==> src/dfcs_pkg.sv <==
package dfcs_pkg;

    // ========================================
    // Command word bit positions
    localparam int CMD_OFF1 = 0;
    localparam int CMD_OFF2 = 1;
    localparam int CMD_OFF3 = 2;
    localparam int CMD_COAST = 3;
    localparam int CMD_QSTOP = 4;
    localparam int CMD_HOLD = 5;
    localparam int CMD_START = 6;
    localparam int CMD_RESET = 7;
    localparam int CMD_JOG1 = 8;
    localparam int CMD_JOG2 = 9;
    localparam int CMD_VALID = 10;
    localparam int CMD_SLOW = 11;
    localparam int CMD_CATCH = 12;
    localparam int CMD_SET_LSB = 13;
    localparam int CMD_SET_MSB = 14;
    localparam int CMD_REV = 15;

    // ========================================
    // State word bit positions
    localparam int ST_CTRL_RDY = 0;
    localparam int ST_DRV_RDY = 1;
    localparam int ST_ENABLE = 2;
    localparam int ST_TRIP = 3;
    localparam int ST_ON2 = 4;
    localparam int ST_ON3 = 5;
    localparam int ST_NO_START = 6;
    localparam int ST_WARN = 7;
    localparam int ST_AT_REF = 8;
    localparam int ST_BUS_CTRL = 9;
    localparam int ST_FREQ_OK = 10;
    localparam int ST_RUNNING = 11;
    localparam int ST_AUTOSTOP = 12;
    localparam int ST_VOLT = 13;
    localparam int ST_TORQUE = 14;
    localparam int ST_TIMER = 15;

    // ========================================
    // Reset values
    localparam logic [15:0] CMD_RESET_VAL = 16'h0000;
    localparam logic [15:0] STATE_RESET_VAL = 16'h0000;

    // ========================================
    // Source selections for coast, quick stop, start and reverse; with DIN selected for reverse, the reverse command stays off
    typedef enum logic [1:0] {
        DFCS_SRC_DIN = 2'b00,
        DFCS_SRC_BUS = 2'b01,
        DFCS_SRC_AND = 2'b10,
        DFCS_SRC_OR = 2'b11
    } dfcs_src_t;

    typedef enum logic [1:0] {
        DFCS_SPD_REF = 2'b00,
        DFCS_SPD_JOG1 = 2'b01,
        DFCS_SPD_JOG2 = 2'b10
    } dfcs_spd_t;

    typedef enum logic [1:0] {
        DFCS_ADJ_NONE = 2'b00,
        DFCS_ADJ_DOWN = 2'b01,
        DFCS_ADJ_UP = 2'b10
    } dfcs_adj_t;

    // Stop request, least severe first
    typedef enum logic [2:0] {
        DFCS_STOP_NONE = 3'b000,
        DFCS_STOP_RAMP = 3'b001,
        DFCS_STOP_QUICK = 3'b010,
        DFCS_STOP_COAST = 3'b011
    } dfcs_stop_t;

    // Drive feedback used by the state word
    typedef struct packed {
        logic trip_event;
        logic warning;
        logic at_reference;
        logic bus_control;
        logic freq_limit_ok;
        logic freq_nonzero;
        logic overtemp_stop;
        logic volt_limit;
        logic torque_limit;
        logic timer_limit;
    } dfcs_fb_t;

    // Configuration settings
    typedef struct packed {
        dfcs_src_t coast_src;
        dfcs_src_t qstop_src;
        dfcs_src_t start_src;
        dfcs_src_t rev_src;
        logic multi_setup;
        logic relay_on_stop;
    } dfcs_cfg_t;

    // Decoded commands toward the motor control
    typedef struct packed {
        dfcs_stop_t stop_mode;
        logic start_ok;
        logic freeze;
        dfcs_spd_t speed_sel;
        dfcs_adj_t ref_adj;
        logic [1:0] setup_sel;
        logic reverse;
        logic fault_reset;
        logic stop_relay;
    } dfcs_cmd_t;

endpackage

==> src/dfcs_src_gate.sv <==
`timescale 1ns/1ns
module dfcs_src_gate
    import dfcs_pkg::*;
(
    // Selection and inputs
    input wire dfcs_src_t sel,
    input wire logic bus_bit,
    input wire logic din_bit,
    // Combined level
    output logic out_bit
);

    assign out_bit = (sel == DFCS_SRC_DIN) ? din_bit :
                     (sel == DFCS_SRC_BUS) ? bus_bit :
                     (sel == DFCS_SRC_AND) ? (bus_bit & din_bit) :
                     (bus_bit | din_bit);

endmodule

==> src/dfcs_edge_det.sv <==
`timescale 1ns/1ns
module dfcs_edge_det (
    // Clock and reset
    input wire logic clk,
    input wire logic rst,
    // Sampled level and its sampling strobe
    input wire logic sample,
    input wire logic level,
    // One-cycle pulse on a 0-to-1 step
    output logic rise
);

    logic prev_q;

    always_ff @(posedge clk) begin
        if (rst) begin
            prev_q <= 1'b0;
        end else if (sample) begin
            prev_q <= level;
        end
    end

    assign rise = sample & level & ~prev_q;

endmodule

==> src/dfcs_ctrl_word.sv <==
`timescale 1ns/1ns
module dfcs_ctrl_word
    import dfcs_pkg::*;
#(
    parameter int WORD_W = 16
) (
    // Clock and reset
    input wire logic clk,
    input wire logic rst,
    // Telegram exchange
    input wire logic telegram_valid,
    input wire logic [WORD_W-1:0] drive_command_word,
    output logic [WORD_W-1:0] drive_state_word,
    output logic state_valid,
    // Digital inputs and settings
    input wire logic din_coast_n,
    input wire logic din_qstop_n,
    input wire logic din_start,
    input wire logic din_reverse,
    input wire dfcs_cfg_t cfg,
    // Drive feedback
    input wire dfcs_fb_t fb,
    // Decoded commands
    output dfcs_cmd_t cmd
);

    // ========================================
    // Telegram capture
    logic [WORD_W-1:0] cw_q;
    logic [WORD_W-1:0] cw_d;
    logic accept;

    // Whole word dropped when data-valid is low
    assign accept = telegram_valid & drive_command_word[CMD_VALID];
    assign cw_d = accept ? drive_command_word : cw_q;

    always_ff @(posedge clk) begin
        if (rst) begin
            cw_q <= CMD_RESET_VAL;
        end else begin
            cw_q <= cw_d;
        end
    end

    // ========================================
    // Fault reset edge, seen only on accepted telegrams
    logic reset_rise;

    dfcs_edge_det u_reset_edge (
        .clk(clk),
        .rst(rst),
        .sample(accept),
        .level(drive_command_word[CMD_RESET]),
        .rise(reset_rise)
    );

    // ========================================
    // Source gating with digital inputs
    logic coast_ok;
    logic qstop_ok;
    logic start_ok_g;
    logic rev_g;

    dfcs_src_gate u_coast_gate (
        .sel(cfg.coast_src),
        .bus_bit(cw_q[CMD_COAST]),
        .din_bit(din_coast_n),
        .out_bit(coast_ok)
    );

    dfcs_src_gate u_qstop_gate (
        .sel(cfg.qstop_src),
        .bus_bit(cw_q[CMD_QSTOP]),
        .din_bit(din_qstop_n),
        .out_bit(qstop_ok)
    );

    dfcs_src_gate u_start_gate (
        .sel(cfg.start_src),
        .bus_bit(cw_q[CMD_START]),
        .din_bit(din_start),
        .out_bit(start_ok_g)
    );

    dfcs_src_gate u_rev_gate (
        .sel(cfg.rev_src),
        .bus_bit(cw_q[CMD_REV]),
        .din_bit(din_reverse),
        .out_bit(rev_g)
    );

    // ========================================
    // Trip latch
    logic trip_q;
    logic trip_d;

    // New trip wins over a reset arriving in the same cycle
    assign trip_d = fb.trip_event | (trip_q & ~reset_rise);

    // ========================================
    // Stop selection; coast beats quick stop beats ramp
    logic off_all_on;
    logic jog_allowed;
    dfcs_stop_t stop_w;

    assign off_all_on = cw_q[CMD_OFF1] & cw_q[CMD_OFF2] & cw_q[CMD_OFF3];
    assign stop_w = (~cw_q[CMD_OFF2] | ~coast_ok) ? DFCS_STOP_COAST :
                    (~cw_q[CMD_OFF3]) ? DFCS_STOP_QUICK :
                    (~cw_q[CMD_OFF1] | ~start_ok_g) ? DFCS_STOP_RAMP :
                    DFCS_STOP_NONE;
    // Jog is a qualified exception to the quick stop on bit 04
    assign jog_allowed = off_all_on & ~cw_q[CMD_QSTOP] & cw_q[CMD_COAST];

    logic quick_w;
    dfcs_stop_t stop_final;
    assign quick_w = ~qstop_ok & ~jog_allowed & (stop_w == DFCS_STOP_NONE | 
                     stop_w == DFCS_STOP_RAMP);
    assign stop_final = quick_w ? DFCS_STOP_QUICK : stop_w;

    // ========================================
    // Speed source and reference adjust
    dfcs_spd_t spd_w;
    dfcs_adj_t adj_w;

    assign spd_w = (jog_allowed & cw_q[CMD_JOG1]) ? DFCS_SPD_JOG1 :
                   (jog_allowed & cw_q[CMD_JOG2]) ? DFCS_SPD_JOG2 :
                   DFCS_SPD_REF;
    // Slow-down has priority when both are set
    assign adj_w = cw_q[CMD_SLOW] ? DFCS_ADJ_DOWN :
                   cw_q[CMD_CATCH] ? DFCS_ADJ_UP :
                   DFCS_ADJ_NONE;

    // ========================================
    // Set-up selection, held when multi-set-up is off
    logic [1:0] setup_q;
    logic [1:0] setup_d;

    assign setup_d = cfg.multi_setup ? {cw_q[CMD_SET_MSB], cw_q[CMD_SET_LSB]} : setup_q;

    // ========================================
    // Start-inhibit flag
    logic inhibit_q;
    logic inhibit_d;
    logic inhibit_clear;
    logic inhibit_set;

    assign inhibit_clear = accept & ~drive_command_word[CMD_OFF1] &
                           drive_command_word[CMD_OFF2] & drive_command_word[CMD_OFF3];
    // Off2/off3 taken from the accepted word, so an old stored off cannot mask the clear
    assign inhibit_set = reset_rise | (accept & (~drive_command_word[CMD_OFF2] |
                         ~drive_command_word[CMD_OFF3]));
    // Set wins over clear
    assign inhibit_d = inhibit_set ? 1'b1 : (inhibit_clear ? 1'b0 : inhibit_q);

    // ========================================
    // Command outputs
    dfcs_cmd_t cmd_d;
    logic start_sig;
    logic relay_w;

    assign start_sig = (stop_final == DFCS_STOP_NONE) & ~trip_q & ~inhibit_q;
    // Relay drives once the motor has stopped after an off command
    assign relay_w = cfg.relay_on_stop & ~fb.freq_nonzero &
                     (stop_final != DFCS_STOP_NONE);

    always_comb begin
        cmd_d = '0;
        cmd_d.stop_mode = stop_final;
        cmd_d.start_ok = start_sig;
        cmd_d.freeze = ~cw_q[CMD_HOLD];
        cmd_d.speed_sel = spd_w;
        cmd_d.ref_adj = adj_w;
        cmd_d.setup_sel = setup_d;
        cmd_d.reverse = (cfg.rev_src != DFCS_SRC_DIN) & rev_g;
        cmd_d.fault_reset = reset_rise;
        cmd_d.stop_relay = relay_w;
    end

    // ========================================
    // State word assembly
    logic [WORD_W-1:0] sw_d;
    logic ready_w;

    assign ready_w = off_all_on & ~trip_q;

    always_comb begin
        sw_d = STATE_RESET_VAL;
        sw_d[ST_CTRL_RDY] = ready_w;
        sw_d[ST_DRV_RDY] = ready_w & ~inhibit_q;
        sw_d[ST_ENABLE] = ready_w;
        sw_d[ST_TRIP] = trip_q;
        sw_d[ST_ON2] = cw_q[CMD_OFF2];
        sw_d[ST_ON3] = cw_q[CMD_OFF3];
        sw_d[ST_NO_START] = inhibit_q;
        sw_d[ST_WARN] = fb.warning;
        sw_d[ST_AT_REF] = fb.at_reference;
        sw_d[ST_BUS_CTRL] = fb.bus_control;
        sw_d[ST_FREQ_OK] = fb.freq_limit_ok;
        sw_d[ST_RUNNING] = start_sig | fb.freq_nonzero;
        sw_d[ST_AUTOSTOP] = fb.overtemp_stop;
        sw_d[ST_VOLT] = fb.volt_limit;
        sw_d[ST_TORQUE] = fb.torque_limit;
        sw_d[ST_TIMER] = fb.timer_limit;
    end

    // ========================================
    // Registers
    always_ff @(posedge clk) begin
        if (rst) begin
            trip_q <= 1'b0;
            setup_q <= 2'h0;
            inhibit_q <= 1'b1;
        end else begin
            trip_q <= trip_d;
            setup_q <= setup_d;
            inhibit_q <= inhibit_d;
        end
    end

    // State word is refreshed every cycle, flagged once per telegram
    always_ff @(posedge clk) begin
        if (rst) begin
            drive_state_word <= STATE_RESET_VAL;
            state_valid <= 1'b0;
            cmd <= '0;
        end else begin
            drive_state_word <= sw_d;
            state_valid <= telegram_valid;
            cmd <= cmd_d;
        end
    end

endmodule

==> config.mk <==
export PLATFORM = sky130hd
export DESIGN_NAME = dfcs_ctrl_word
export DESIGN_NICKNAME = d
export VERILOG_FILES = /design/src/dfcs_pkg.sv /design/src/dfcs_src_gate.sv /design/src/dfcs_edge_det.sv /design/src/dfcs_ctrl_word.sv
export SDC_FILE = /design/constraint.sdc
export NUM_CORES = 1
export LEC_CHECK = 0
export ABC_AREA = 1
export BUFFER_PORTS_ARGS = -buffer_cell sky130_fd_sc_hd__clkbuf_2
export CORE_MARGIN = 2
export CORE_UTILIZATION = 51
export CTS_BUF_LIST = sky130_fd_sc_hd__clkbuf_4 sky130_fd_sc_hd__clkbuf_8
export CTS_CLUSTER_DIAMETER = 200
export DETAILED_ROUTE_END_ITERATION = 10
export PLACE_DENSITY_LB_ADDON = 0.08
export SYNTH_ARGS = -nofsm -noshare
export SYNTH_HDL_FRONTEND = slang
export SYNTH_SLANG_ARGS = --single-unit
==> constraint.sdc <==
create_clock -name clk -period 2.7 [get_ports clk]
set_clock_uncertainty 0.2 [all_clocks]
set_input_delay 0.27 -clock clk [delete_from_list [all_inputs] [get_ports clk]]
set_output_delay 0.27 -clock clk [all_outputs]
set_load 0.1 [all_outputs]
# Yosys cells after proc, flatten, opt, wreduce, memory -nomap -nowiden
# Index checks and enable logic that the tools add are counted.
[classes]
muxes = 21
eq_ne = 9
bitwise = 54
reduce_logical = 11
[op_table]
columns = ["op", "count"]
rows = [
  ["$and A1 B1 Y1", 27],
  ["$not A1 Y1", 16],
  ["$mux W1", 15],
  ["$mux W2", 6],
  ["$or A1 B1 Y1", 11],
  ["$eq A2 B1 Y1 const B", 5],
  ["$eq A2 B2 Y1 const B", 4],
  ["$logic_not A2 Y1", 4],
  ["$logic_not A3 Y1", 2],
  ["$reduce_or A2 Y1", 3],
  ["$reduce_bool A3 Y1", 1],
  ["$reduce_bool A2 Y1", 1],
]
[word_totals]
ff_bits = 50
inputBits = 43
elab_cells = 112

# Logic depth before layout (Yosys ltp)
# Gate-level depths: netlist (run 1).
[depth]
ltp_word = 17
ltp_mapped = 8
depth_no_buf = 8

# By module
# From an unflattened synthesis (run 1), not the netlist that was laid out.
[hier_totals]
cells_unflattened = 214
area_unflattened_um2 = 1662.8
[modules_own_cells]
columns = ["mod", "area_each_um2", "instances", "cells_per_inst", "seq_area_each_um2"]
rows = [
  ["dfcs_ctrl_word", 1473.9, 1, 172, 900.9],
  ["dfcs_src_gate", 36.3, 4, 9, 0.0],
  ["dfcs_edge_det", 43.8, 1, 6, 20.0],
]

# Worst setup path before layout (run 1)
# Ideal clock, no wire load.
[synth_path]
path_kind = "register to output"
start = "register drive_state_word[2]"
end = "output drive_state_word[2]"
setup_slack_ps = 874
n_path_buf = 1
path_stages_with_launch = 2
t_required_ps = 2230
arrival_time_ps = 1356
cell_sequence = "dfxtp_1 > buf_4"
[synth_rtl]
columns = ["element", "line", "source"]
rows = [
  ["start: declaration", "dfcs_ctrl_word.sv:13", "output logic [WORD_W-1:0] drive_state_word,"],
  ["start signal: assignment", "dfcs_ctrl_word.sv:227", "drive_state_word <= sw_d;"],
]
# No word-level cell between the ends.

# Final worst setup path (run 1)
[layout_path]
start = "input cfg[3] (netlist bit)"
end = "register cmd[2] (netlist bit)"
[layout_via]
elab_chain_cells = 5
word_cells_on_any_way = 8
classes_between = "eq/ne (2); mux (3); bitwise (1); reduce/logical (2)"
[layout_lines]
columns = ["element", "line", "source"]
rows = [
  ["start: declaration", "dfcs_ctrl_word.sv:20", "input wire dfcs_cfg_t cfg,"],
  ["$eq A2 B2 Y1", "dfcs_src_gate.sv:15", "(sel == DFCS_SRC_AND) ? (bus_bit & din_bit) :"],
  ["$mux W1", "dfcs_src_gate.sv:15", ""],
  ["$mux W1", "dfcs_src_gate.sv:14", "(sel == DFCS_SRC_BUS) ? bus_bit :"],
  ["$mux W1", "dfcs_src_gate.sv:13", "assign out_bit = (sel == DFCS_SRC_DIN) ? din_bit :"],
  ["$and A1 B1 Y1 *", "dfcs_ctrl_word.sv:174", "cmd_d.reverse = (cfg.rev_src != DFCS_SRC_DIN) & rev_g;"],
  ["end signal: assignment", "dfcs_ctrl_word.sv:229", "cmd <= cmd_d;"],
  ["end: declaration", "dfcs_ctrl_word.sv:24", "output dfcs_cmd_t cmd"],
]
# Mark *: on every way between the ends. The rest lies on a longest branch, timed or not.
# A chain may end at the register's enable or synchronous reset.

==> results of run 1 <==
==> area by class of cell <==
class,instances,area share (%)
clock buffer,5,1.60
clock inverter,3,1.71
inverter,29,4.64
multi-input combinational,117,21.8
sequential,46,39.3
tap,33,1.76
timing repair buffer,105,29.2
==> cell families after synthesis <==
group                  count (synthesis)  synth area share, %
and+or+nand+nor                       86                 22.4
other                                  1                0.237
buffers and inverters                 37                 9.56
DFF                                   46                 58.1
AOI/OAI and AO/OA                     30                 9.64
==> stage by stage <==
stage                     hold WS [ns]  setup WS, ns  total power, uW  area [um^2]  cells
after floorplan                  0.177         0.874              948         1580    200
after global placement           0.211          1.22             1010         1960    299
after detailed placement         0.226          1.19             1010         1960    299
after CTS                      0.00232         0.689             1440         2340    337
after global routing            0.0694         0.605             1500         2350    338
final                           0.0158         0.644             1430         2350    338
==> synthesized netlist by cell type <==
cell type  instances
nor2_2             2
buf_2              3
dfxtp_1           46
inv_1             28
buf_1              2
nor2_1            44
nand2_2            1
a21oi_1           12
buf_4              2
o21ai_0           17
nand2_1           25
inv_2              1
nor3_1             4
conb_1             1
a211oi_1           1
nand3_2            1
clkbuf_2           1
nand3_1            7
nor4_1             1
and2_1             1
==> registers in the layout, indices dropped and copies added, names as in the netlist <==
| register | flops |
|---|---|
| cw_q | 15 |
| trip_q | 1 |
| drive_state_word | 15 |
| state_valid | 1 |
| cmd | 13 |
| inhibit_q | 1 |
==> worst max-delay path by stage <==
stage | to | slack, ns | cells after the start
2_1_floorplan | drive_state_word[2] | 0.87 | 1
3_3_place_gp | trip_q$_SDFF_PP0_ | 1.22 | 9
3_5_place_dp | trip_q$_SDFF_PP0_ | 1.19 | 9
4_1_cts | cmd[2]$_SDFF_PP0_ | 0.69 | 6
5_1_grt | inhibit_q$_SDFFE_PP1P_ | 0.61 | 9
6_report | cmd[2]$_SDFF_PP0_ | 0.64 | 6
==> worst register-to-register path, cell delays in order, from the launching register on <==
cell and delay, ns:
dfxtp_1 0.34, o21ai_0 0.16, a21oi_1 0.05, dlygate4sd3_1 0.55
==> where the power goes <==
part	internal, uW	total [uW]	leakage (uW)	switching, uW
combinational	87.3	302	0.000798	215
clock	192	401	0.0000450	210
sequential	713	727	0.000380	13.5
total	992	1430	0.00122	438
==> metal layers <==
metal,global-route usage [%],part of all wire [%]
met1,23.2,43
met2,33.5,50
met3,5.63,5.7
met4,9.21,1.5
met5,0,0
==> cell usage in the layout (no fill, tap or decap), types with 4 or more instances in the layout <==
| cell type | n |
|---|---|
| clkbuf_4 | 5 |
| nor2_1 | 44 |
| nor3_1 | 4 |
| nand3_1 | 7 |
| o21ai_0 | 17 |
| dfxtp_1 | 46 |
| dlygate4sd3_1 | 31 |
| a21oi_1 | 12 |
| clkbuf_2 | 72 |
| inv_1 | 28 |
| nand2_1 | 25 |
==> summary.txt, run 1 <==
Layout
  – NumNets Final: 347
  – Layout fillers: 239
  – Layout cell share with drive strength beyond 1: 28.5%
  – Storage cell area: 921 um^2
  – Fin util: 78.1%
  – Antenna cells: 0
  – Area Growth Syn to Fin: 48.1%
  – Multi-input logic area: 512 um^2

Clocking
  – CTS buffer count: 5
  – Worst-Skew Late Latency: 0.36 ns
  – CTS tree: done
  – Hold_buf cts: 30
  – Sink Count: 46
  – Clock transition at the registers of the reported paths: 0.13 ns
  – Clk buf depth: 2
  – Post_cts resized: 0
  – CTS root buffer: clkbuf_4
  – Setup bufs post-CTS: 0
  – H-tree depth: 2

Critical path
  – R2R cell count: 3
  – Top cell by count, worst path: dlygate4sd3_1
  – Worst R2R Setup Slack: 1.30 ns
  – Reg-to-Reg Start: cw_q[15]$_SDFFE_PP0P_
  – Crit Path Category: in2reg
  – Reg2reg end: cmd[2]$_SDFF_PP0_
  – Critical path peak fanout: 1
  – Critical Path End Type: flop
  – Worst path cell trace: dlygate4sd3_1, clkbuf_2, nand2_1, dlygate4sd3_1, a21oi_1, dlygate4sd3_1
  – Required time worst endpoint: 2.81 ns
  – WP buf/inv: 4
  – Delay-heaviest family, CP: buffers and inverters
  – Crit-path max cell delay: 0.55 ns
  – Slowest CP cell: dlygate4sd3_1
  – WP data arrival: 2.17 ns
  – Setup crit start: cfg[3]
  – CP Launch Type: input pin

Logic synthesis
  – Mapped Avg Cell Area: 7.92 um^2
  – Seq cells post-synth: 46
  – Top-area cell type share of the netlist area: 58.1%
  – Seq/Total Area, Yosys: 58.1%
  – Synth area leaders: dfxtp_1 (58%), nor2_1 (10%), inv_1 (6.6%), nand2_1 (5.9%), o21ai_0 (5.4%)
  – Syn_nets: 243
  – Distinct cell type count after synthesis: 20
  – Largest area contributor in the netlist: dfxtp_1
  – Cells after Synth: 200
  – Cell area after synthesis: 1580 um^2
  – Synth warn: 0

Global route
  – Vias in the first global route: 1,316
  – First-pass GRT wire length: 5230 um
  – GRT overflow: 0
  – Total track usage: 19.9%
  – Initial antenna violation count: 0
  – Largest net degree at the start of global routing: 28

Timing
  – Max Clock Freq: 486 MHz
  – Fin crit period: 2.06 ns
  – Slew Viols, Final: 0
  – RSZ-0062 raised after global routing: no
  – Worst-Margin Slew: 0.549 ns
  – Period utilisation layout: 76.2%
  – Final hold violation count: 0
  – Setup Total Neg Slack: 0 ns
  – Max_slew headroom: 63.5%
  – Setup Viol. Count Final: 0

Placement
  – GPL Wtd Cong: 0.831
  – Port bufs: 72
  – Post-DP HPWL: 2190 um

Routing
  – Final ANT Viol Nets: 0
  – DRC: 0
  – Drt via density: 4.52
  – Iteration-0 DRC Markers: 25
  – DR WL/cell: 10.1 um
  – Wirelength, routed: 3430 um
  – DRT Pass-1 Iters: 4
  – Total number of vias: 1,528

Power
  – Maximum vdd drop: 0.000452 V
  – PD cells: 610 nW/um^2
  – Leakage: 0.00122 uW

Floorplanning
  – DIE HEIGHT: 59.7 um
  – Die ar.: 3570 um^2
  – Initial core utilization: 52.7%
  – DIE WIDTH: 59.7 um
  – Total core area: 3000 um^2
  – Top Ports: 74
  – Std cell rows: 20

Worst hold path
  – Hold Crit Start: drive_command_word[8]
  – Hold Path Class: in2reg
  – Min-Delay Endpoint: cw_q[8]$_SDFFE_PP0P_
  – Worst hold stages: 3

Run status
  – Status: complete, no violations

Job
  – Max_cap viols: 0
Power figures use the tool's default switching activity.
==> run 2, diff against run 1 <==
--- a/config.mk
+++ b/config.mk
@@ -5,10 +5,10 @@
 export SDC_FILE = /design/constraint.sdc
 export NUM_CORES = 1
 export LEC_CHECK = 0
-export ABC_AREA = 1
+export ABC_AREA = 0
 export BUFFER_PORTS_ARGS = -buffer_cell sky130_fd_sc_hd__clkbuf_2
 export CORE_MARGIN = 2
-export CORE_UTILIZATION = 51
+export CORE_UTILIZATION = 42
 export CTS_BUF_LIST = sky130_fd_sc_hd__clkbuf_4 sky130_fd_sc_hd__clkbuf_8
 export CTS_CLUSTER_DIAMETER = 200
 export DETAILED_ROUTE_END_ITERATION = 10
==> constraint.sdc (replaced) <==
create_clock -name clk -period 1.8 [get_ports clk]
set_clock_uncertainty 0.2 [all_clocks]
set_input_delay 0.18 -clock clk [delete_from_list [all_inputs] [get_ports clk]]
set_output_delay 0.18 -clock clk [all_outputs]
set_load 0.1 [all_outputs]
==> run 2 against run 1 <==
Net effect: core utilization shrank 13 points; worst setup slack lost 0.53 ns; synthesized area shrank 1.9%; synthesized cell count shrank 16%; critical endpoint is now drive_state_word[11]$_SDFF_PP0_; largest power group unchanged; highest routed layer unchanged.
==> summary.txt, run 2 <==
Routing
  – DR WL/cell: 10.4 um (+2.2%)
  – Final ANT Viol Nets: 0 (unchanged)
  – DRT Pass-1 Iters: 4 (unchanged)
  – Drt via density: 4.44 (-1.8%)
  – Iteration-0 DRC Markers: 53 (+110%)
  – Wirelength, routed: 3310 um (-3.5%)
  – Total number of vias: 1,416 (-7.3%)
  – DRC: 0 (unchanged)

Logic synthesis
  – EDFF count, synth: 0 (unchanged)
  – Complex-gate fraction of the synthesized area: 12.2% (+2.6 points)
  – Distinct cell type count after synthesis: 29 (+45%)
  – Cells after Synth: 168 (-16%)
  – Seq cells post-synth: 46 (unchanged)
  – Mapped Avg Cell Area: 9.25 um^2 (+17%)
  – Synth Flop Type: dfxtp_1
  – Post-Synth XOR/XNOR Area: 1.13% (+1.1 points)
  – Post-synthesis simple-gate area fraction: 22.2% (-0.21 points)
  – Count leader, synth: dfxtp_1
  – Top cell types by occurrence after synthesis: dfxtp_1 (46), nand2_1 (38), a21oi_1 (20)
  – Async S/R FF share, synth: 0% (unchanged)
  – Largest area contributor in the netlist: dfxtp_1
  – Largest family of logic cells by synthesized area: simple AND/OR/NAND/NOR gates
  – Adder-cell area share of the yosys netlist: 0% (unchanged)
  – Synth warn: 0 (unchanged)
  – Mux share of post-synthesis cell area: 1.29% (+1.3 points)
  – Syn_nets: 211 (-13%)
  – Top-area cell type share of the netlist area: 59.3% (+1.1 points)
  – Seq/Total Area, Yosys: 59.3% (+1.1 points)
  – Synth area leaders: dfxtp_1 (59%), nand2_1 (9.2%), a21oi_1 (6.4%), nor2b_1 (5.2%), nor2_1 (2.2%)
  – Cell area after synthesis: 1550 um^2 (-1.9%)

Layout
  – NumNets Final: 313 (-9.8%)
  – Antenna cells: 0 (unchanged)
  – Largest registers: cw_q: 15 flops, drive_state_word: 15 flops, cmd: 13 flops
  – Layout cell share with drive strength beyond 1: 32.5% (+3.9 points)
  – Most common cell after layout, fill and taps aside: clkbuf_2
  – Layout fillers: 337 (+41%)
  – Storage cell area: 921 um^2 (unchanged)
  – Area Growth Syn to Fin: 51.0%
  – Multi-input logic area: 577 um^2 (+13%)
  – Commonest non-fill, non-tap cells in the layout: clkbuf_2 (72), dfxtp_1 (46), nand2_1 (38), dlygate4sd3_1 (30), a21oi_1 (20)

Global route
  – GRT overflow: 0 (unchanged)
  – First-pass GRT wire length: 5530 um (+5.8%)
  – Initial antenna violation count: 0 (unchanged)
  – Total track usage: 17.1% (-2.8 points)
  – M2 GR Usage: 31.1% (-2.5 points)
  – GR peak layer: met2
  – Largest net degree at the start of global routing: 21 (-25%)
  – Met1 track demand over resource: 18.6% (-4.6 points)
  – M3 GR Usage: 4.86% (-0.77 points)
  – Vias in the first global route: 1,382 (+5.0%)

Timing
  – Worst-Margin Slew: 0.547 ns (-0.00188 ns)
  – Max_slew headroom: 63.7% (+0.12 points)
  – Final hold violation count: 0 (unchanged)
  – Fin crit period: 1.68 ns
  – Setup Total Neg Slack: 0 ns (unchanged)
  – Max Clock Freq: 595 MHz
  – Final hold slack: 0.0200 ns (+0.00427 ns)
  – RSZ-0062 raised after global routing: no
  – Setup Viol. Count Final: 0 (unchanged)
  – Period utilisation layout: 93.4%
  – Slew Viols, Final: 0 (unchanged)

Run status
  – Status: complete, no violations

Clocking
  – H-tree depth: 2 (unchanged)
  – CTS buffer count: 5 (unchanged)
  – CTS root buffer: clkbuf_8
  – Clock transition at the registers of the reported paths: 0.08 ns (-0.05 ns)
  – Post_cts resized: 0 (unchanged)
  – CTS tree: done
  – Clk buf depth: 2 (unchanged)
  – Sink Count: 46 (unchanged)
  – Worst-Skew Late Latency: 0.29 ns (-0.07 ns)

Critical path
  – Reg-to-Reg Start: cw_q[1]$_SDFFE_PP0P_
  – R2R cell count: 4 (+1)
  – Critical path peak fanout: 4 (+3)
  – WP data arrival: 1.72 ns (-0.45 ns)
  – Required time worst endpoint: 1.84 ns (-0.97 ns)
  – Worst R2R Setup Slack: 0.12 ns (-1.18 ns)
  – Crit Path Category: reg2reg
  – CP Launch Type: flop
  – Reg2reg end: drive_state_word[11]$_SDFF_PP0_
  – Critical Path End Type: flop

Power
  – PD cells: 906 nW/um^2 (+49%)
  – Maximum vdd drop: 0.000488 V (+8.1%)
  – Leakage: 0.00106 uW (-13%)

Job
  – Max_cap viols: 0 (unchanged)

Floorplanning
  – Total core area: 3610 um^2 (+20%)
  – Die ar.: 4200 um^2 (+18%)
  – Std cell rows: 22 (+10%)
  – DIE HEIGHT: 64.8 um (+8.5%)
  – DIE WIDTH: 64.8 um (+8.5%)
  – Top Ports: 74 (unchanged)
  – Initial core utilization: 43.1% (-9.7 points)

Placement
  – Port bufs: 72 (unchanged)
  – Post-DP HPWL: 2240 um (+2.3%)
  – GPL Wtd Cong: 0.760 (-8.6%)

Worst hold path
  – Min-Delay Endpoint: drive_state_word[4]$_SDFF_PP0_
  – Hold Crit Start: rst
  – Hold Path Class: in2reg
  – Worst hold stages: 2 (-1)
[run 2: cell count changes in the layout (fill, tap and decap cells not counted), moves of 6 or more]
cell,delta
o21ai_0,-13
nor2b_1,+13
inv_1,-25
nand2_1,+13
nand3_1,-6
a21oi_1,+8
clkbuf_8,+6
nor2_1,-35
[run 2: where the power goes]
part / internal, uW / switching (uW)
clock: 309 / 334
combinational: 129 / 278
sequential: 1060 / 18.0
[run 2: layout make-up]
class / count / share of cell area, %
Sequential cell: 46 / 39.2
Timing Repair Buffer: 105 / 29.1
Multi-Input combinational cell: 109 / 24.6
Clock buffer: 6 / 3.52
Tap cell: 48 / 2.56
Clock inverter: 2 / 0.533
Inverter: 3 / 0.480
[run 2: cells by family after synthesis]
| logic type | count (synthesis) |
|---|---|
| XOR/XNOR | 2 |
| AND/OR/NAND/NOR | 72 |
| multiplexers | 2 |
| flip-flops | 46 |
| buffers and inverters | 13 |
| other | 1 |
| AO/OA/AOI/OAI | 32 |
[run 2: worst max path at each step]
stage | endpoint | start | slack, ns | depth (start not counted)
3_5_place_dp | drive_state_word[11]$_SDFF_PP0_ | cw_q[1]$_SDFFE_PP0P_ | 0.16 | 4
5_1_grt | drive_state_word[11]$_SDFF_PP0_ | cw_q[1]$_SDFFE_PP0P_ | 0.02 | 4
3_3_place_gp | drive_state_word[11]$_SDFF_PP0_ | cw_q[2]$_SDFFE_PP0P_ | 0.18 | 4
2_1_floorplan | drive_state_word[2] | drive_state_word[2]$_SDFF_PP0_ | 0.06 | 1
6_report | drive_state_word[11]$_SDFF_PP0_ | cw_q[1]$_SDFFE_PP0P_ | 0.12 | 4
4_1_cts | drive_state_word[11]$_SDFF_PP0_ | cw_q[2]$_SDFFE_PP0P_ | 0.13 | 4
[run 2: timing repair]
item                                   CTS  global route
endpoints found under the hold margin   31             0
setup endpoints to repair                0             0
hold buffers                            30             0
buffers inserted                         0             0
[run 2: per-layer routing]
metal	vias to the layer above	routed length (um)	part of all wire (%)
met4	0	38	1.1
met2	41	1710	52
met1	623	1400	42
met5	-	0	0
li1	747	-	-
met3	5	166	5.0
[run 2: worst max-delay path: stages, from the launching register on]
cell      delay (ns)
dfxtp_1         0.39
nand3_2         0.11
or3b_4          0.41
a211oi_2        0.31
a32o_1          0.21
[run 2: through the flow]
| step | std cells | power [uW] | utilization (%) | cell area (um^2) | setup WS, ns |
|---|---|---|---|---|---|
| floorplan | 168 | 1370 | - | 1550 | 0.0638 |
| global placement | 281 | 1460 | 54.1 | 1950 | 0.181 |
| detailed placement | 281 | 1460 | 54.1 | 1950 | 0.156 |
| CTS | 319 | 2150 | 65.1 | 2350 | 0.133 |
| global route | 319 | 2220 | 65.1 | 2350 | 0.0175 |
| finish | 319 | 2130 | 65.1 | 2350 | 0.118 |
==> run 3, diff against run 2 <==
--- a/config.mk
+++ b/config.mk
@@ -8,11 +8,12 @@
 export ABC_AREA = 0
 export BUFFER_PORTS_ARGS = -buffer_cell sky130_fd_sc_hd__clkbuf_2
 export CORE_MARGIN = 2
-export CORE_UTILIZATION = 42
+export CORE_UTILIZATION = 43
 export CTS_BUF_LIST = sky130_fd_sc_hd__clkbuf_4 sky130_fd_sc_hd__clkbuf_8
 export CTS_CLUSTER_DIAMETER = 200
 export DETAILED_ROUTE_END_ITERATION = 10
 export PLACE_DENSITY_LB_ADDON = 0.08
 export SYNTH_ARGS = -nofsm -noshare
 export SYNTH_HDL_FRONTEND = slang
+export SYNTH_HIERARCHICAL = 1
 export SYNTH_SLANG_ARGS = --single-unit
==> run 3 against run 2 <==
Net effect: non-clock buffer count rose by 4; register-to-register slack improved by 0.11 ns; power decreased by 0.65%; largest power group unchanged; cell area is 2.7% higher; largest cell class unchanged.
==> summary.txt, run 3 <==
Routing
  – Routed wl met2: 1770 um (+3.6%)
  – Final ANT Viol Nets: 0 (unchanged)
  – Highest routed layer: met4
  – Routed length on met3: 187 um (+13%)
  – Total number of vias: 1,490 (+5.2%)
  – Wirelength, routed: 3630 um (+9.6%)
  – M1 wire length: 1640 um (+18%)
  – Drt via density: 4.61 (+3.9%)
  – DRT Pass-1 Iters: 4 (unchanged)
  – Iteration-0 DRC Markers: 64 (+21%)
  – DR WL/cell: 11.2 um (+8.3%)
  – DRC: 0 (unchanged)

Logic synthesis
  – Cell area after synthesis: 1590 um^2 (+2.3%)
  – Adder-cell area share of the yosys netlist: 0% (unchanged)
  – Largest area contributor in the netlist: dfxtp_1
  – Largest family of logic cells by synthesized area: simple AND/OR/NAND/NOR gates
  – Post-Synth XOR/XNOR Area: 0% (-1.1 points)
  – Seq cells post-synth: 46 (unchanged)
  – Async S/R FF share, synth: 0% (unchanged)
  – Mux share of post-synthesis cell area: 1.26% (-0.028 points)
  – Cells after Synth: 168 (unchanged)
  – Complex-gate fraction of the synthesized area: 14.1% (+1.9 points)
  – Count leader, synth: dfxtp_1
  – Distinct cell type count after synthesis: 31 (+6.9%)
  – EDFF count, synth: 0 (unchanged)
  – Top-area cell type share of the netlist area: 58.0% (-1.3 points)
  – Post-synthesis simple-gate area fraction: 22.9% (+0.69 points)
  – Synth area leaders: dfxtp_1 (58%), nand2_1 (7.3%), nor2b_1 (6.3%), a21oi_1 (5.0%), a22o_1 (2.2%)
  – Synth warn: 6 (+6)
  – Synth Flop Type: dfxtp_1
  – Syn_nets: 211 (unchanged)
  – Seq/Total Area, Yosys: 58.0% (-1.3 points)
  – Top cell types by occurrence after synthesis: dfxtp_1 (46), nand2_1 (31), a21oi_1 (16), nor2b_1 (16), nor2_1 (9)
  – Mapped Avg Cell Area: 9.46 um^2 (+2.3%)

Placement
  – Port bufs: 72 (unchanged)
  – Post-DP HPWL: 2270 um (+1.7%)
  – Worst slack, placed: 0.234 ns (+0.0784 ns)
  – Post-DP Area: 1990 um^2 (+1.8%)
  – Post-Place Cells: 282 (+0.36%)
  – GPL Wtd Cong: 0.773 (+1.8%)

Critical path
  – Critical Path End Type: flop
  – CP Launch Type: input pin
  – Reg2reg end: drive_state_word[11]$_SDFF_PP0_
  – Delay-heaviest family, CP: buffers and inverters
  – Top cell by count, worst path: dlygate4sd3_1
  – Worst path cell trace: dlygate4sd3_1, clkbuf_2, a21oi_1, dlygate4sd3_1
  – Required time worst endpoint: 1.84 ns (about the same)
  – Critical path peak fanout: 9 (+5)
  – Crit Path Category: in2reg
  – Reg-to-Reg Start: cw_q[6]$_SDFFE_PP0P_
  – R2R cell count: 5 (+1)
  – WP data arrival: 1.63 ns (-0.09 ns)
  – Slowest CP cell: dlygate4sd3_1
  – WP buf/inv: 3 (+3)
  – Worst R2R Setup Slack: 0.23 ns (+0.11 ns)
  – Crit-path max cell delay: 0.57 ns (+0.16 ns)

Global route
  – First-pass GRT wire length: 5940 um (+7.4%)
  – Initial antenna violation count: 0 (unchanged)
  – Total track usage: 18.5% (+1.4 points)
  – Vias in the first global route: 1,357 (-1.8%)
  – Largest net degree at the start of global routing: 39 (+86%)
  – GRT overflow: 0 (unchanged)

Clocking
  – Clk buf depth: 2 (unchanged)
  – CTS buffer count: 5 (unchanged)
  – Clock transition at the registers of the reported paths: 0.08 ns (about the same)
  – H-tree depth: 2 (unchanged)
  – CTS root buffer: clkbuf_8
  – Setup bufs post-CTS: 0 (unchanged)
  – Sink Count: 46 (unchanged)
  – CTS tree: done
  – Worst-Skew Late Latency: 0.29 ns (about the same)

Layout
  – Design Area, Final: 2410 um^2 (+2.7%)
  – Layout cell share with drive strength beyond 1: 30.5% (-1.9 points)
  – NumNets Final: 318 (+1.6%)
  – Most common cell after layout, fill and taps aside: clkbuf_2
  – Largest registers: drive_state_word: 15 flops, cw_q: 14 flops, cmd: 13 flops
  – Final std cells w/o fill: 323 (+1.3%)
  – Antenna cells: 0 (unchanged)
  – Max reg flops: 15
  – Commonest non-fill, non-tap cells in the layout: clkbuf_2 (72), dfxtp_1 (46), dlygate4sd3_1 (34), nand2_1 (31)
  – Area Growth Syn to Fin: 51.7%
  – Reg with most FFs: drive_state_word

Timing
  – Worst-Margin Slew: 0.547 ns (-0.000513 ns)
  – Final hold slack: 0.0900 ns (+0.0700 ns)
  – Max Clock Freq: 630 MHz (+5.9%)
  – Max_slew headroom: 63.7% (about the same)
  – Final hold violation count: 0 (unchanged)
  – Setup Total Neg Slack: 0 ns (unchanged)
  – Fin crit period: 1.59 ns (-0.0939 ns)
  – Setup Viol. Count Final: 0 (unchanged)
  – Post-route setup slack: 0.212 ns (+0.0939 ns)
  – RSZ-0062 raised after global routing: no
  – Slew Viols, Final: 0 (unchanged)
  – Period utilisation layout: 88.2% (-5.2 points)

Power
  – PD cells: 877 nW/um^2 (-3.3%)
  – Maximum vdd drop: 0.000594 V (+22%)
  – Leakage: 0.00113 uW (+6.4%)

Worst hold path
  – Min-Delay Endpoint: cmd[11]$_SDFF_PP0_
  – Hold Path Class: in2reg
  – Worst hold stages: 3 (+1)
  – Hold Crit Start: cfg[8]

Job
  – Max_cap viols: 0 (unchanged)

Floorplanning
  – Die ar.: 4200 um^2 (-0.11%)
  – DIE HEIGHT: 64.8 um (about the same)
  – Std cell rows: 22 (unchanged)
  – Total core area: 3610 um^2 (unchanged)
  – DIE WIDTH: 64.8 um (about the same)
  – Top Ports: 74 (unchanged)
  – Initial core utilization: 44.1% (+0.97 points)

Run status
  – Status: complete, no violations
run 3: cell count changes after synthesis, moves of 4 or more:
cell,before,now
o21bai_1,0,4
nand2_1,38,31
a21oi_1,20,16
a22o_1,0,4
clkbuf_1,8,4
run 3: how the worst max path moves through the flow:
stage | start | endpoint | slack, ns | cells past startpoint
floorplan | drive_state_word[2]$_SDFF_PP0_ | drive_state_word[2] | 0.06 | 1
global placement | cw_q[6]$_SDFFE_PP0P_ | cmd[11]$_SDFF_PP0_ | 0.27 | 4
detailed placement | cw_q[6]$_SDFFE_PP0P_ | drive_state_word[11]$_SDFF_PP0_ | 0.23 | 5
CTS | cw_q[6]$_SDFFE_PP0P_ | drive_state_word[11]$_SDFF_PP0_ | 0.21 | 5
global route | cw_q[6]$_SDFFE_PP0P_ | drive_state_word[11]$_SDFF_PP0_ | 0.15 | 5
finish | rst | cw_q[2]$_SDFFE_PP0P_ | 0.21 | 4
run 3: logic make-up (layout without fill, tap and decap cells):
| logic type | after synthesis | in the layout |
|---|---|---|
| flip-flops | 46 | 46 |
| AO/OA/AOI/OAI | 35 | 35 |
| multiplexers | 2 | 2 |
| buffers and inverters | 12 | 119 |
| AND/OR/NAND/NOR | 72 | 72 |
| other | 1 | 1 |
run 3: layer usage:
layer  track usage [%]  up-vias
li1                  -      768
met1              21.5      673
met2              31.8       45
met3              5.38        4
met4              7.18        0
met5                 0        -
run 3: through the flow:
step	util [%]	total power, uW
floorplan	-	1380
global placement	55.1	1470
detailed placement	55.1	1470
CTS	66.9	2130
global route	66.9	2200
finish	66.9	2110
run 3: power breakdown:
part / total, uW / leakage (uW) / internal [uW] / switching (uW)
registers: 1080 / 0.000378 / 1060 / 20.8
clock network: 606 / 0.0000407 / 281 / 325
logic: 427 / 0.000709 / 142 / 285
run 3: final cells by class:
cell class	count	area (um^2)
Clock buffer	6	76.3
Clock inverter	1	7.51
Fill cell	319	1190
Inverter	3	11.3
Multi-Input combinational cell	110	612
Sequential cell	46	921
Tap cell	48	60.1
Timing Repair Buffer	109	723
run 3: timing repair:
action                                 4_1_cts  5_1_grt
endpoints found under the hold margin       30        0
hold buffers                                34        0
resized for setup                            0        0
run 3: tightest hold or removal path, stage by stage:
cell and delay, ns:
clkbuf_2 0.09, a22o_1 0.15, a41oi_1 0.10
